## src/verilog/smb_map.vh

```
`ifndef SMB_MAP_VH
`define SMB_MAP_VH

// Register addresses on the special function register port
`define SMB_ADR_CTRL      8'hc0
`define SMB_ADR_STAT      8'hc1
`define SMB_ADR_DATA      8'hc2
`define SMB_ADR_OWN       8'hc3
`define SMB_ADR_RATE      8'hcf

// Control register bit positions
`define SMB_CTL_BUSY      7
`define SMB_CTL_EN        6
`define SMB_CTL_STA       5
`define SMB_CTL_STO       4
`define SMB_CTL_SI        3
`define SMB_CTL_AA        2
`define SMB_CTL_FTE       1
`define SMB_CTL_TOE       0

// Reset values
`define SMB_RST_CTRL      8'h00
`define SMB_RST_OWN       8'h00
`define SMB_RST_RATE      8'h00
`define SMB_RST_DATA      8'h00
`define SMB_RST_STAT      8'hf8

// Status codes
`define SMB_ST_BUS_ERR    8'h00
`define SMB_ST_START      8'h08
`define SMB_ST_RSTART     8'h10
`define SMB_ST_MT_AW_ACK  8'h18
`define SMB_ST_MT_AW_NAK  8'h20
`define SMB_ST_MT_D_ACK   8'h28
`define SMB_ST_MT_D_NAK   8'h30
`define SMB_ST_ARB_LOST   8'h38
`define SMB_ST_MR_AR_ACK  8'h40
`define SMB_ST_MR_AR_NAK  8'h48
`define SMB_ST_MR_D_ACK   8'h50
`define SMB_ST_MR_D_NAK   8'h58
`define SMB_ST_SR_OWN     8'h60
`define SMB_ST_SR_OWN_AL  8'h68
`define SMB_ST_SR_GC      8'h70
`define SMB_ST_SR_GC_AL   8'h78
`define SMB_ST_SR_D_ACK   8'h80
`define SMB_ST_SR_D_NAK   8'h88
`define SMB_ST_SR_GD_ACK  8'h90
`define SMB_ST_SR_GD_NAK  8'h98
`define SMB_ST_SL_STOP    8'ha0
`define SMB_ST_ST_OWN     8'ha8
`define SMB_ST_ST_OWN_AL  8'hb0
`define SMB_ST_ST_D_ACK   8'hb8
`define SMB_ST_ST_D_NAK   8'hc0
`define SMB_ST_ST_LAST    8'hc8
`define SMB_ST_IDLE       8'hf8

// General call address
`define SMB_GC_ADDR       8'h00

`endif

```

## src/verilog/smb_core.v

```verilog
`timescale 1ns/1ps
`include "smb_map.vh"
module smb_core
(
  // Clock and reset
  input  wire       ref_clk_in,
  input  wire       rst_in,
  // Special function register port
  input  wire [7:0] sfr_addr_in,
  input  wire       sfr_wr_in,
  input  wire [7:0] sfr_wdata_in,
  output reg  [7:0] sfr_rdata_out,
  // Two-wire bus pins, open drain
  input  wire       scl_in,
  output wire       scl_drv_out,
  output wire       scl_oe_n_out,
  input  wire       sda_in,
  output wire       sda_drv_out,
  output wire       sda_oe_n_out,
  // Event flag and low-timeout timer steering
  output wire       si_flag_out,
  output reg        t3_reload_out,
  output reg        t3_count_out
);

  // Byte phases
  localparam [2:0] PH_IDLE = 3'd0;
  localparam [2:0] PH_ADDR = 3'd1;
  localparam [2:0] PH_SRX  = 3'd2;
  localparam [2:0] PH_STX  = 3'd3;
  localparam [2:0] PH_MTX  = 3'd4;
  localparam [2:0] PH_MRX  = 3'd5;
  localparam [2:0] PH_LOST = 3'd6;
  // Master sequencer states
  localparam [2:0] M_NONE  = 3'd0;
  localparam [2:0] M_START = 3'd1;
  localparam [2:0] M_BYTE  = 3'd2;
  localparam [2:0] M_WAIT  = 3'd3;
  localparam [2:0] M_STOP  = 3'd4;
  localparam [2:0] M_RST   = 3'd5;

  reg  [1:0] scl_sy_r;
  reg  [1:0] sda_sy_r;
  reg        scl_d_r;
  reg        sda_d_r;
  reg        en_r;
  reg        sta_r;
  reg        sto_r;
  reg        si_r;
  reg        aa_r;
  reg        fte_r;
  reg        toe_r;
  reg        busy_r;
  reg  [7:0] own_r;
  reg  [7:0] rate_r;
  reg  [7:0] dat_r;
  reg  [7:0] stat_r;
  reg  [2:0] ph_r;
  reg  [2:0] mst_r;
  reg  [3:0] bcnt_r;
  reg        ack_r;
  reg        gc_r;
  reg        lost_r;
  reg        first_r;
  reg        mas_r;
  reg        msl_r;
  reg        msda_r;
  reg        dlow_r;
  reg  [7:0] tmr_r;
  reg        scl_low_r;
  reg        sda_low_r;

  // Bus view after the two-stage synchronisers
  wire scl_s     = scl_sy_r[1];
  wire sda_s     = sda_sy_r[1];
  wire scl_rise  = scl_s & ~scl_d_r;
  wire scl_fall  = ~scl_s & scl_d_r;
  wire start_det = scl_s & scl_d_r & sda_d_r & ~sda_s;
  wire stop_det  = scl_s & scl_d_r & ~sda_d_r & sda_s;

  // Register write strobes
  wire wr_ctl  = sfr_wr_in & (sfr_addr_in == `SMB_ADR_CTRL);
  wire wr_own  = sfr_wr_in & (sfr_addr_in == `SMB_ADR_OWN);
  wire wr_rate = sfr_wr_in & (sfr_addr_in == `SMB_ADR_RATE);
  wire wr_dat  = sfr_wr_in & (sfr_addr_in == `SMB_ADR_DATA);
  wire si_clr  = wr_ctl & si_r & ~sfr_wdata_in[`SMB_CTL_SI];

  // Address match: own address is compared on bits 7 to 1 at once, zero never matches as own
  wire own_hit = (dat_r[7:1] == own_r[7:1]) & (|dat_r[7:1]);
  wire gc_hit  = (dat_r == `SMB_GC_ADDR) & own_r[0];
  wire tx_ph   = (ph_r == PH_STX) | (ph_r == PH_MTX);

  // Shared rate timer: master half periods, or bus-free detect when idle
  wire tmr_ovf = (tmr_r == 8'hff);
  wire mact    = (mst_r != M_NONE);
  wire tmr_ld  = tmr_ovf | (mact ? ((mst_r == M_WAIT) | (~msl_r & ~scl_s))
                                 : (~scl_s | ~fte_r | ~busy_r));

  assign scl_drv_out  = 1'b0;
  assign sda_drv_out  = 1'b0;
  assign scl_oe_n_out = ~scl_low_r;
  assign sda_oe_n_out = ~sda_low_r;
  assign si_flag_out  = si_r;

  // Pin synchronisers; only the second stage feeds logic
  always @(posedge ref_clk_in or posedge rst_in)
  begin
    if (rst_in)
    begin
      scl_sy_r <= 2'b11;
      sda_sy_r <= 2'b11;
      scl_d_r  <= 1'b1;
      sda_d_r  <= 1'b1;
    end
    else
    begin
      scl_sy_r <= {scl_sy_r[0], scl_in};
      sda_sy_r <= {sda_sy_r[0], sda_in};
      scl_d_r  <= scl_s;
      sda_d_r  <= sda_s;
    end
  end

  // Rate timer counts up from the rate register to overflow
  always @(posedge ref_clk_in or posedge rst_in)
  begin
    if (rst_in)
      tmr_r <= `SMB_RST_RATE;
    else if (tmr_ld)
      tmr_r <= rate_r;
    else
      tmr_r <= tmr_r + 8'h01;
  end

  // Pin drivers and timer steering, registered so they never glitch
  always @(posedge ref_clk_in or posedge rst_in)
  begin
    if (rst_in)
    begin
      scl_low_r     <= 1'b0;
      sda_low_r     <= 1'b0;
      t3_reload_out <= 1'b0;
      t3_count_out  <= 1'b0;
    end
    else
    begin
      // Holding only latches on a low SCL; a high SCL is pulled down only by the master clock msl_r
      scl_low_r     <= en_r & ((si_r & (scl_low_r | ~scl_s)) | msl_r);
      sda_low_r     <= en_r & (dlow_r | msda_r);
      t3_reload_out <= toe_r & scl_s;
      t3_count_out  <= toe_r & ~scl_s;
    end
  end

  // Register read port, one cycle behind the address
  always @(posedge ref_clk_in or posedge rst_in)
  begin
    if (rst_in)
      sfr_rdata_out <= 8'h00;
    else
    begin
      case (sfr_addr_in)
        `SMB_ADR_CTRL: sfr_rdata_out <= {busy_r, en_r, sta_r, sto_r, si_r, aa_r, fte_r, toe_r};
        `SMB_ADR_STAT: sfr_rdata_out <= stat_r;
        `SMB_ADR_DATA: sfr_rdata_out <= dat_r;
        `SMB_ADR_OWN:  sfr_rdata_out <= own_r;
        `SMB_ADR_RATE: sfr_rdata_out <= rate_r;
        default:       sfr_rdata_out <= 8'h00;
      endcase
    end
  end

  // Control flags, shift register and bit engine; hardware sets land after
  // software writes so a flag set in a clearing cycle survives
  always @(posedge ref_clk_in or posedge rst_in)
  begin
    if (rst_in)
    begin
      {en_r, sta_r, sto_r, si_r, aa_r, fte_r, toe_r} <= 7'h00;
      busy_r  <= 1'b0;
      own_r   <= `SMB_RST_OWN;
      rate_r  <= `SMB_RST_RATE;
      dat_r   <= `SMB_RST_DATA;
      stat_r  <= `SMB_RST_STAT;
      ph_r    <= PH_IDLE;
      mst_r   <= M_NONE;
      bcnt_r  <= 4'h0;
      ack_r   <= 1'b0;
      gc_r    <= 1'b0;
      lost_r  <= 1'b0;
      first_r <= 1'b0;
      mas_r   <= 1'b0;
      msl_r   <= 1'b0;
      msda_r  <= 1'b0;
      dlow_r  <= 1'b0;
    end
    else
    begin
      if (wr_ctl)
      begin
        en_r  <= sfr_wdata_in[`SMB_CTL_EN];
        sta_r <= sfr_wdata_in[`SMB_CTL_STA];
        sto_r <= sfr_wdata_in[`SMB_CTL_STO];
        si_r  <= sfr_wdata_in[`SMB_CTL_SI];
        aa_r  <= sfr_wdata_in[`SMB_CTL_AA];
        fte_r <= sfr_wdata_in[`SMB_CTL_FTE];
        toe_r <= sfr_wdata_in[`SMB_CTL_TOE];
      end
      if (si_clr)
        stat_r <= `SMB_ST_IDLE;
      if (wr_own)
        own_r <= sfr_wdata_in;
      if (wr_rate)
        rate_r <= sfr_wdata_in;
      // Software can write the data register at any time; a bus shift in the same cycle wins
      if (wr_dat)
        dat_r <= sfr_wdata_in;
      if (!en_r)
      begin
        ph_r   <= PH_IDLE;
        mst_r  <= M_NONE;
        mas_r  <= 1'b0;
        msl_r  <= 1'b0;
        msda_r <= 1'b0;
        dlow_r <= 1'b0;
        busy_r <= 1'b0;
        bcnt_r <= 4'h0;
      end
      else
      begin
        // Bus free timeout while SCL stays high
        if (!mact && fte_r && busy_r && scl_s && tmr_ovf)
          busy_r <= 1'b0;
        if (start_det)
        begin
          busy_r <= 1'b1;
          bcnt_r <= 4'h0;
          if ((ph_r == PH_SRX) || (ph_r == PH_STX))
          begin
            si_r   <= 1'b1;
            stat_r <= `SMB_ST_SL_STOP;
          end
          if (!mas_r)
            ph_r <= PH_ADDR;
        end
        else if (stop_det)
        begin
          busy_r <= 1'b0;
          sto_r  <= 1'b0;
          if ((ph_r == PH_SRX) || (ph_r == PH_STX) || (ph_r != PH_IDLE && bcnt_r != 4'h0))
          begin
            si_r   <= 1'b1;
            stat_r <= (ph_r == PH_SRX || ph_r == PH_STX) ? `SMB_ST_SL_STOP : `SMB_ST_BUS_ERR;
          end
          ph_r   <= PH_IDLE;
          mst_r  <= M_NONE;
          mas_r  <= 1'b0;
          msl_r  <= 1'b0;
          msda_r <= 1'b0;
          dlow_r <= 1'b0;
          bcnt_r <= 4'h0;
        end
        // The clock pulse of our own stop or repeated start carries no data bit
        else if (scl_rise && ph_r != PH_IDLE && mst_r != M_STOP && mst_r != M_RST)
        begin
          if (bcnt_r < 4'h8)
          begin
            // Bus bit shifts in on every byte, sent or received
            dat_r  <= {dat_r[6:0], sda_s};
            bcnt_r <= bcnt_r + 4'h1;
            if (mas_r && ph_r == PH_MTX && !dlow_r && !sda_s)
            begin
              // Released a one but the wire is low: another master won
              mas_r  <= 1'b0;
              mst_r  <= M_NONE;
              msl_r  <= 1'b0;
              lost_r <= 1'b1;
              ph_r   <= first_r ? PH_ADDR : PH_LOST;
            end
          end
          else
          begin
            ack_r  <= ~sda_s;
            bcnt_r <= 4'h9;
          end
        end
        else if (scl_fall && ph_r != PH_IDLE)
        begin
          msda_r <= 1'b0;
          if (bcnt_r == 4'h8)
          begin
            if (ph_r == PH_ADDR)
            begin
              // The own address register only matters as a slave
              if (aa_r && (own_hit || gc_hit))
              begin
                dlow_r <= 1'b1;
                gc_r   <= gc_hit & ~own_hit;
              end
              else
              begin
                dlow_r <= 1'b0;
                ph_r   <= lost_r ? PH_LOST : PH_IDLE;
              end
            end
            else if ((ph_r == PH_SRX) || (ph_r == PH_MRX))
              dlow_r <= aa_r;
            else
              dlow_r <= 1'b0;
          end
          else if (bcnt_r == 4'h9)
          begin
            dlow_r <= 1'b0;
            bcnt_r <= 4'h0;
            si_r   <= 1'b1;
            if (mas_r)
              mst_r <= M_WAIT;
            case (ph_r)
              PH_ADDR:
              begin
                lost_r <= 1'b0;
                if (dat_r[0])
                begin
                  ph_r   <= PH_STX;
                  stat_r <= lost_r ? `SMB_ST_ST_OWN_AL : `SMB_ST_ST_OWN;
                end
                else
                begin
                  ph_r   <= PH_SRX;
                  stat_r <= gc_r ? (lost_r ? `SMB_ST_SR_GC_AL : `SMB_ST_SR_GC)
                                 : (lost_r ? `SMB_ST_SR_OWN_AL : `SMB_ST_SR_OWN);
                end
              end
              PH_LOST:
              begin
                lost_r <= 1'b0;
                ph_r   <= PH_IDLE;
                stat_r <= `SMB_ST_ARB_LOST;
              end
              PH_SRX:
              begin
                stat_r <= gc_r ? (ack_r ? `SMB_ST_SR_GD_ACK : `SMB_ST_SR_GD_NAK)
                               : (ack_r ? `SMB_ST_SR_D_ACK : `SMB_ST_SR_D_NAK);
                if (!ack_r)
                  ph_r <= PH_IDLE;
              end
              PH_STX:
              begin
                stat_r <= !ack_r ? `SMB_ST_ST_D_NAK : (aa_r ? `SMB_ST_ST_D_ACK : `SMB_ST_ST_LAST);
                if (!ack_r || !aa_r)
                  ph_r <= PH_IDLE;
              end
              PH_MTX:
              begin
                first_r <= 1'b0;
                if (first_r)
                begin
                  stat_r <= dat_r[0] ? (ack_r ? `SMB_ST_MR_AR_ACK : `SMB_ST_MR_AR_NAK)
                                     : (ack_r ? `SMB_ST_MT_AW_ACK : `SMB_ST_MT_AW_NAK);
                  if (ack_r && dat_r[0])
                    ph_r <= PH_MRX;
                end
                else
                  stat_r <= ack_r ? `SMB_ST_MT_D_ACK : `SMB_ST_MT_D_NAK;
              end
              default:
                stat_r <= ack_r ? `SMB_ST_MR_D_ACK : `SMB_ST_MR_D_NAK;
            endcase
          end
          else
            dlow_r <= tx_ph & ~dat_r[7];
        end
        // Master sequencer
        case (mst_r)
          M_NONE:
          begin
            if (sta_r && !busy_r && !mas_r && ph_r == PH_IDLE && !si_r)
              mst_r <= M_START;
            else if (sto_r && !mas_r)
            begin
              // Slave recovery: act as if a stop was seen, bus stays busy
              sto_r  <= 1'b0;
              ph_r   <= PH_IDLE;
              dlow_r <= 1'b0;
            end
          end
          M_START:
          begin
            if (!msda_r && !mas_r && busy_r)
              mst_r <= M_NONE;
            else if (tmr_ovf && !msda_r)
              msda_r <= 1'b1;
            else if (tmr_ovf)
            begin
              msl_r   <= 1'b1;
              si_r    <= 1'b1;
              stat_r  <= mas_r ? `SMB_ST_RSTART : `SMB_ST_START;
              mas_r   <= 1'b1;
              ph_r    <= PH_MTX;
              first_r <= 1'b1;
              lost_r  <= 1'b0;
              bcnt_r  <= 4'h0;
              mst_r   <= M_WAIT;
            end
          end
          M_BYTE:
          begin
            if (msl_r && tmr_ovf)
              msl_r <= 1'b0;
            else if (!msl_r && scl_s && tmr_ovf)
              msl_r <= 1'b1;
          end
          M_STOP, M_RST:
          begin
            if (msl_r && tmr_ovf)
              msl_r <= 1'b0;
            else if (!msl_r && scl_s && tmr_ovf && mst_r == M_STOP)
              msda_r <= 1'b0;
            else if (!msl_r && scl_s && tmr_ovf)
              mst_r <= M_START;
          end
          default:
            mst_r <= mst_r;
        endcase
        // Flag cleared by software: load the first bit or pick the next master step
        if (si_clr && !scl_s)
        begin
          if (mas_r && mst_r == M_WAIT && sfr_wdata_in[`SMB_CTL_STO])
          begin
            mst_r  <= M_STOP;
            msda_r <= 1'b1;
            dlow_r <= 1'b0;
          end
          else if (mas_r && mst_r == M_WAIT && sfr_wdata_in[`SMB_CTL_STA])
          begin
            mst_r  <= M_RST;
            dlow_r <= 1'b0;
          end
          else
          begin
            if (mas_r && mst_r == M_WAIT)
              mst_r <= M_BYTE;
            if (bcnt_r == 4'h0)
              dlow_r <= tx_ph & ~dat_r[7];
          end
        end
      end
    end
  end

endmodule // smb_core

```

## config.mk

```make
export PLATFORM = sky130hd
export DESIGN_NAME = smb_core
export DESIGN_NICKNAME = d
export VERILOG_FILES = /design/src/verilog/smb_core.v
export VERILOG_INCLUDE_DIRS = /design/src /design/src/verilog
export SDC_FILE = /design/constraint.sdc
export NUM_CORES = 1
export LEC_CHECK = 0
export ABC_CLOCK_PERIOD_IN_PS = 2280
export BUFFER_PORTS_ARGS = -buffer_cell sky130_fd_sc_hd__buf_2
export CORE_MARGIN = 2
export CORE_UTILIZATION = 55
export CTS_BUF_LIST = sky130_fd_sc_hd__clkbuf_8
export CTS_CLUSTER_DIAMETER = 120
export DETAILED_ROUTE_END_ITERATION = 6
export PLACE_DENSITY = 0.89
export SLEW_MARGIN = 20
export SYNTH_ARGS = -nofsm -noshare
export SYNTH_HDL_FRONTEND = slang
export SYNTH_SLANG_ARGS = --single-unit
```

## constraint.sdc

```tcl
create_clock -name ref_clk_in -period 2.28 [get_ports ref_clk_in]
set_input_delay 0 -clock ref_clk_in [delete_from_list [all_inputs] [get_ports ref_clk_in]]
set_output_delay 0 -clock ref_clk_in [all_outputs]
set_load 0.05 [all_outputs]
```

== After elaboration in Yosys (flattened, before gate mapping) ==
Cells that the tools add are included.

* Register bits: 84
* Bits in latches: 0
* Memory bits (writable): 0
* ROM bits: 0
* Output and inout port bits: 15
* Word-level logic and storage cells: 367
* Memories kept: 0

* Add/subtract/negate cells: 2
* Multiply operators: 0
* Divide/modulo/power cells: 0
* $lt $le $gt $ge: 1
* Eq/ne operators: 23
* Shift-type cells: 0
* Muxes and demuxes: 203
* Bitwise logic cells: 47
* Reduce and logical (&&, ||, !) cells: 58

{| class="wikitable"
|+ Operators with widths
! operator !! count
|-
| 8-bit 2-to-1 mux || 23
|-
| 3-bit 2-to-1 mux || 44
|-
| 1-bit 2-to-1 mux || 101
|-
| 8-bit one-hot mux with 5 select lines || 2
|-
| 4-bit 2-to-1 mux || 18
|-
| 8-bit == test, second input constant || 6
|-
| 1-bit logical AND || 30
|-
| 7-bit 2-to-1 mux || 4
|-
| 5-bit 2-to-1 mux || 5
|-
| 1-bit bitwise AND || 23
|-
| 1-bit NOT || 16
|-
| 3-bit == test, second input constant || 5
|-
| 3-bit one-hot mux with 5 select lines || 1
|-
| 3-bit by 2-bit == test with 1-bit output, second input constant || 4
|-
| 3-bit one-hot mux with 4 select lines || 1
|-
| 1-bit zero test || 11
|-
| 8-bit by 1-bit adder with 8-bit output, second input constant || 1
|-
| 4-bit == test, second input constant || 2
|-
| 8-bit zero test || 1
|-
| 1-bit bitwise OR || 8
|-
| 8-bit AND reduction || 1
|-
| 7-bit == test || 1
|-
| 7-bit OR reduction || 1
|-
| 3-bit by 1-bit == test with 1-bit output, second input constant || 2
|-
| other kinds (15) || 23
|}

== Longest topological paths before layout ==
* Word-level depth: 19
* Depth in mapped cells: 9

== Least setup slack after synthesis ==
No wires, ideal clock.

* Path kind: register -> register
* Start point: register si_r (netlist: si_flag_out)
* End point: register mst_r[2]
* Library setup time: 0.078 ns
* Arrival time: 2.096 ns
* Required time: 2.202 ns
* Setup slack: 0.106 ns
* Cell stages (with the launch flop): 6
* Buffers on the path: 0
* Period minus slack after synthesis: 2.174 ns
* Path through: dfrtp_1 or3b_2 or4_4 or2_0 o21a_1 a21oi_1

* Longest elaborated chain between the ends: 9

{| class="wikitable"
|+ RTL lines
! element !! line !! text
|-
| from (decl) || smb_core.v:49 || <nowiki>reg si_r;</nowiki>
|-
| from (signal assigned) || smb_core.v:204 || <nowiki>si_r <= sfr_wdata_in[`SMB_CTL_SI];</nowiki>
|-
| 1-bit zero test || smb_core.v:377 || <nowiki>if (sta_r && !busy_r && !mas_r && ph_r == PH_IDLE && !si_r)</nowiki>
|-
| 1-bit logical AND || smb_core.v:377 ||
|-
| 3-bit 2-to-1 mux || smb_core.v:377 ||
|-
| 3-bit one-hot mux with 4 select lines || smb_core.v:374 || <nowiki>case (mst_r)</nowiki>
|-
| 3-bit 2-to-1 mux || smb_core.v:441 || <nowiki>if (mas_r && mst_r == M_WAIT)</nowiki>
|-
| 3-bit 2-to-1 mux || smb_core.v:434 || <nowiki>else if (mas_r && mst_r == M_WAIT && sfr_wdata_in[`SMB_CTL_STA])</nowiki>
|-
| 3-bit 2-to-1 mux || smb_core.v:428 || <nowiki>if (mas_r && mst_r == M_WAIT && sfr_wdata_in[`SMB_CTL_STO])</nowiki>
|-
| 3-bit 2-to-1 mux (*) || smb_core.v:426 || <nowiki>if (si_clr && !scl_s)</nowiki>
|-
| 3-bit 2-to-1 mux (*) || smb_core.v:218 || <nowiki>if (!en_r)</nowiki>
|-
| to (signal assigned) || smb_core.v:423 || <nowiki>mst_r <= mst_r;</nowiki>
|-
| to (decl) || smb_core.v:59 || <nowiki>reg [2:0] mst_r;</nowiki>
|}

Mark *: on every way between the ends. The rest lies on a longest branch, timed or not.
A chain may end at the register's enable or synchronous reset.

== Worst setup path after layout ==
* Start point: register tmr_r[0]
* End point: register stat_r[4]

* Longest elaborated chain between the ends: 6

{| class="wikitable"
|+ RTL lines
! element !! line !! text
|-
| from (decl) || smb_core.v:69 || <nowiki>reg [7:0] tmr_r;</nowiki>
|-
| from (signal assigned) || smb_core.v:128 || <nowiki>tmr_r <= `SMB_RST_RATE;</nowiki>
|-
| from (signal assigned) || smb_core.v:130 || <nowiki>tmr_r <= rate_r;</nowiki>
|-
| from (signal assigned) || smb_core.v:132 || <nowiki>tmr_r <= tmr_r + 8'h01;</nowiki>
|-
| 8-bit == test (*) || smb_core.v:94 || <nowiki>wire tmr_ovf = (tmr_r == 8'hff);</nowiki>
|-
| 8-bit 2-to-1 mux or 1-bit logical AND (tied branches) || smb_core.v:393, smb_core.v:391 ||
|-
| 8-bit 2-to-1 mux (*) || smb_core.v:391 || <nowiki>else if (tmr_ovf && !msda_r)</nowiki>
|-
| 8-bit 2-to-1 mux (*) || smb_core.v:389 || <nowiki>if (!msda_r && !mas_r && busy_r)</nowiki>
|-
| 8-bit 2-to-1 mux (*) || smb_core.v:374 ||
|-
| 8-bit 2-to-1 mux (*) || smb_core.v:218 ||
|-
| to (signal assigned) || smb_core.v:241 || <nowiki>stat_r <= `SMB_ST_SL_STOP;</nowiki>
|-
| to (signal assigned) || smb_core.v:367 || <nowiki>stat_r <= ack_r ? `SMB_ST_MR_D_ACK : `SMB_ST_MR_D_NAK;</nowiki>
|-
| to (signal assigned) || smb_core.v:397 || <nowiki>stat_r <= mas_r ? `SMB_ST_RSTART : `SMB_ST_START;</nowiki>
|-
| to (decl) || smb_core.v:57 || <nowiki>reg [7:0] stat_r;</nowiki>
|}

Marked as above.

==> impl_metrics.tcl <==
set metrics [dict create \
    run_status "complete, but fails checks" \
    failed_checks "design-rule violations" \
    cp.arrival_ps 2480 \
    post-synth-top-area-cell "dfrtp_1" \
    clock_tree_from_tritoncts "built" \
    placementRows 34 \
    gp_congestion 0.9784 \
    layout_commonest_cell "dfrtp_1" \
    post_synth_num_cell_types 67 \
    required_ps 2580 \
    critical-path-top-delay-family "simple AND/OR/NAND/NOR gates" \
    mappedNetlistArea_um2 4942 \
    dieHeight_um 98.80 \
    fp.coreArea_um2 8721 \
    max_cap_violations 0 \
    globalRouteTotalUtil 0.2926 \
    period_minus_slack_ps 2178 \
    drt_wl_total_um 13950 \
    achievable-frequency_mhz 459.2 \
    drt_iter0_drc 496 \
    endpoint_kind "register" \
    syn2layout_area_growth_pct 14.30 \
    cts_inserted_buffers 9 \
    fillers 674 \
    yosys_register_bits 84 \
    synth_edf_count 0 \
    first_pass_drt_iterations 7 \
    crit_path_cell_trace "ha_1 -> and4_1 -> and2_1 -> and3_2 -> nor4_1 -> a21oi_1 -> o2bb2ai_1" \
    avgViaCountPerCell 6.577 \
    cts.sink_count 84 \
    io_pins 36 \
    maxSlewHeadroom 0.5972 \
    synth_ff_type "dfrtp_1" \
    worst_skew_pair.late_latency_ps 370 \
    timing.critical_path.slowest_stage_cell "dfrtp_1" \
    seq_area_um2 2116 \
    synth_top_cell_area_share 0.3696 \
    power.static_leakage_nw 2.557 \
    area_of_the_multi_input_gates_um2 2660 \
    fin_worst_hold_slack_ps 31.93 \
    cp_max_fo 12 \
    num_vias 4709 \
    ir_drop_v 0.0006264 \
    synth-seq-area-share 0.4281 \
    die_width_um 98.80 \
    synth_area_per_cell_um2 9.019 \
    drtAntennaViolNets 0 \
    finalCritPeriodShare 0.9552 \
    fraction_of_layout_instances_using_a_drive_strength_above_1 0.2056 \
    placedCellCount 692 \
    wire_per_inst_um 19.48 \
    cts-htree-levels 3 \
    num_antenna_cells 0 \
    timing.critical_path.buf_inv 0 \
    cts.path.max_buffers 2 \
    cellPowerDensity_nw_per_um2 795.2 \
    final-max-slew-violation-count 0 \
    timing.hold.worst.class "input pin to register" \
    io_buffer_count 33 \
    synthesis.yosys.warnings 0 \
    grt_remaining_overflow 0 \
    clkTransAtPathRegs_ps 90 \
    via_count_of_the_first_global_routing_pass 4449 \
    total_of_endpoints_with_negative_setup_slack_in_the_final_report 0 \
    count_of_endpoints_failing_hold_in_the_final_timing_report 0 \
    postSynthCellCount 548 \
    grt_antenna_before_repair 0 \
    grt_start_max_net_pins 57 \
    async_flop_share 1.000 \
    synth.area.top_cells "dfrtp_1, dfstp_2, a21oi_1" \
    post-cts-setup-buffer-count 0 \
    grt_first_pass_wirelength_um 22470 \
    slowest_delay_ps 420 \
    start_kind "register" \
    die_area_um2 9760 \
    actual_slew_at_the_worst_max_slew_pin_ps 599.6 \
    mostFrequentLayoutCells "dfrtp_1, nand2_1, nor2_1, a21oi_1, o21ai_0" \
    effective_utilization_at_floorplan 0.5667 \
    post-dp-hpwl_um 10240 \
    finish.cell_count_without_fillers 716 \
    cts_root_buf "clkbuf_8" \
    clock_skew_ps 15.56 \
    drc 1 \
    timing.setup.critical_path_class "register to register" \
    nNetsFinal 632 \
]
repair_timing:
item / CTS / global route
gates resized for setup: 0 / 2
hold endpoints to repair: 51 / 0
hold buffers: 9 / 0
endpoints found under the setup margin: 0 / 6
registers in the layout, summed over array words and instances, names as in the netlist, 2 cells and up:
signal,cells
sfr_rdata_out,8
tmr_r,8
own_r,8
mst_r,3
stat_r,8
scl_sy_r,2
sda_sy_r,2
rate_r,8
dat_r,8
bcnt_r,4
ph_r,3
per-stage QoR:
stage	setup TNS [ps]	total power, W	instance area, um^2	utilization	setup slack, ps
floorplan	0	0.002991	4946	-	105.7
global placement	0	0.003430	5381	0.6171	194.2
detailed placement	0	0.003494	5381	0.6171	56.39
CTS	0	0.004473	5644	0.6472	30.63
global route	-19.51	0.004759	5649	0.6478	-19.51
finish	0	0.004492	5649	0.6478	102.2
final timing paths:
path,start,end,slack (ps),cells past startpoint
worst max-delay path,tmr_r[0]$_DFF_PP0_,stat_r[4]$_DFF_PP1_,100,7
worst min-delay path,sfr_wdata_in[5],rate_r[5]$_DFFE_PP0P_,30,2
worst max register to register,tmr_r[0]$_DFF_PP0_,stat_r[4]$_DFF_PP1_,100,7
worst min register to register,sda_sy_r[0]$_DFF_PP1_,sda_sy_r[1]$_DFF_PP1_,360,0
max in group asynchronous,rst_in,stat_r[3]$_DFF_PP1_,1380,4
min in group asynchronous,rst_in,tmr_r[5]$_DFF_PP0_,180,3
per-layer routing:
metal  share of wire  routed length (um)  global-route usage
met1            0.40                5514              0.3844
met2            0.48                6677              0.4730
met3           0.082                1143             0.05745
met4           0.044                 610              0.1275
met5               0                   0                   0
kinds of logic after synthesis:
group,share of synthesized area
adder cells (fa/ha/maj),0.01772
multiplexers,0.08405
buffers and inverters,0.03544
other,0.0007588
AND/OR/NAND/NOR,0.2165
AO/OA/AOI/OAI,0.1944
XOR/XNOR,0.02304
flip-flops,0.4281
synth_stat cells, drive strengths merged (4+ instances only):
cell type / instances
nor3: 12
mux2i: 19
and3: 10
clkbuf: 23
nand2: 52
o31ai: 5
and4: 4
mux2: 20
a22oi: 10
o22ai: 4
a31oi: 6
xor2: 4
dfstp: 11
inv: 13
nand4: 6
nand2b: 13
ha: 7
nor2: 51
a21oi: 50
dfrtp: 73
a211oi: 5
o2bb2ai: 6
xnor2: 9
nand3: 20
nor2b: 10
buf: 8
and2: 5
o21ai: 38
area by class of cell:
class                           instances  share of cell area
Clock buffer                            9             0.02193
Clock inverter                          6            0.008638
Inverter                               13            0.008859
Multi-Input combinational cell        421              0.4709
Sequential cell                        84              0.3745
Tap cell                              108             0.02392
Timing Repair Buffer                   75             0.09125
where the power goes:
part | internal (W) | switching, W | leakage, nW
Clock | 0.000398 | 0.000572 | 0.0783
Sequential | 0.00170 | 0.000242 | 1.09
Combinational | 0.000628 | 0.000953 | 1.39
Note: power is estimated with default switching activity, not from simulation.
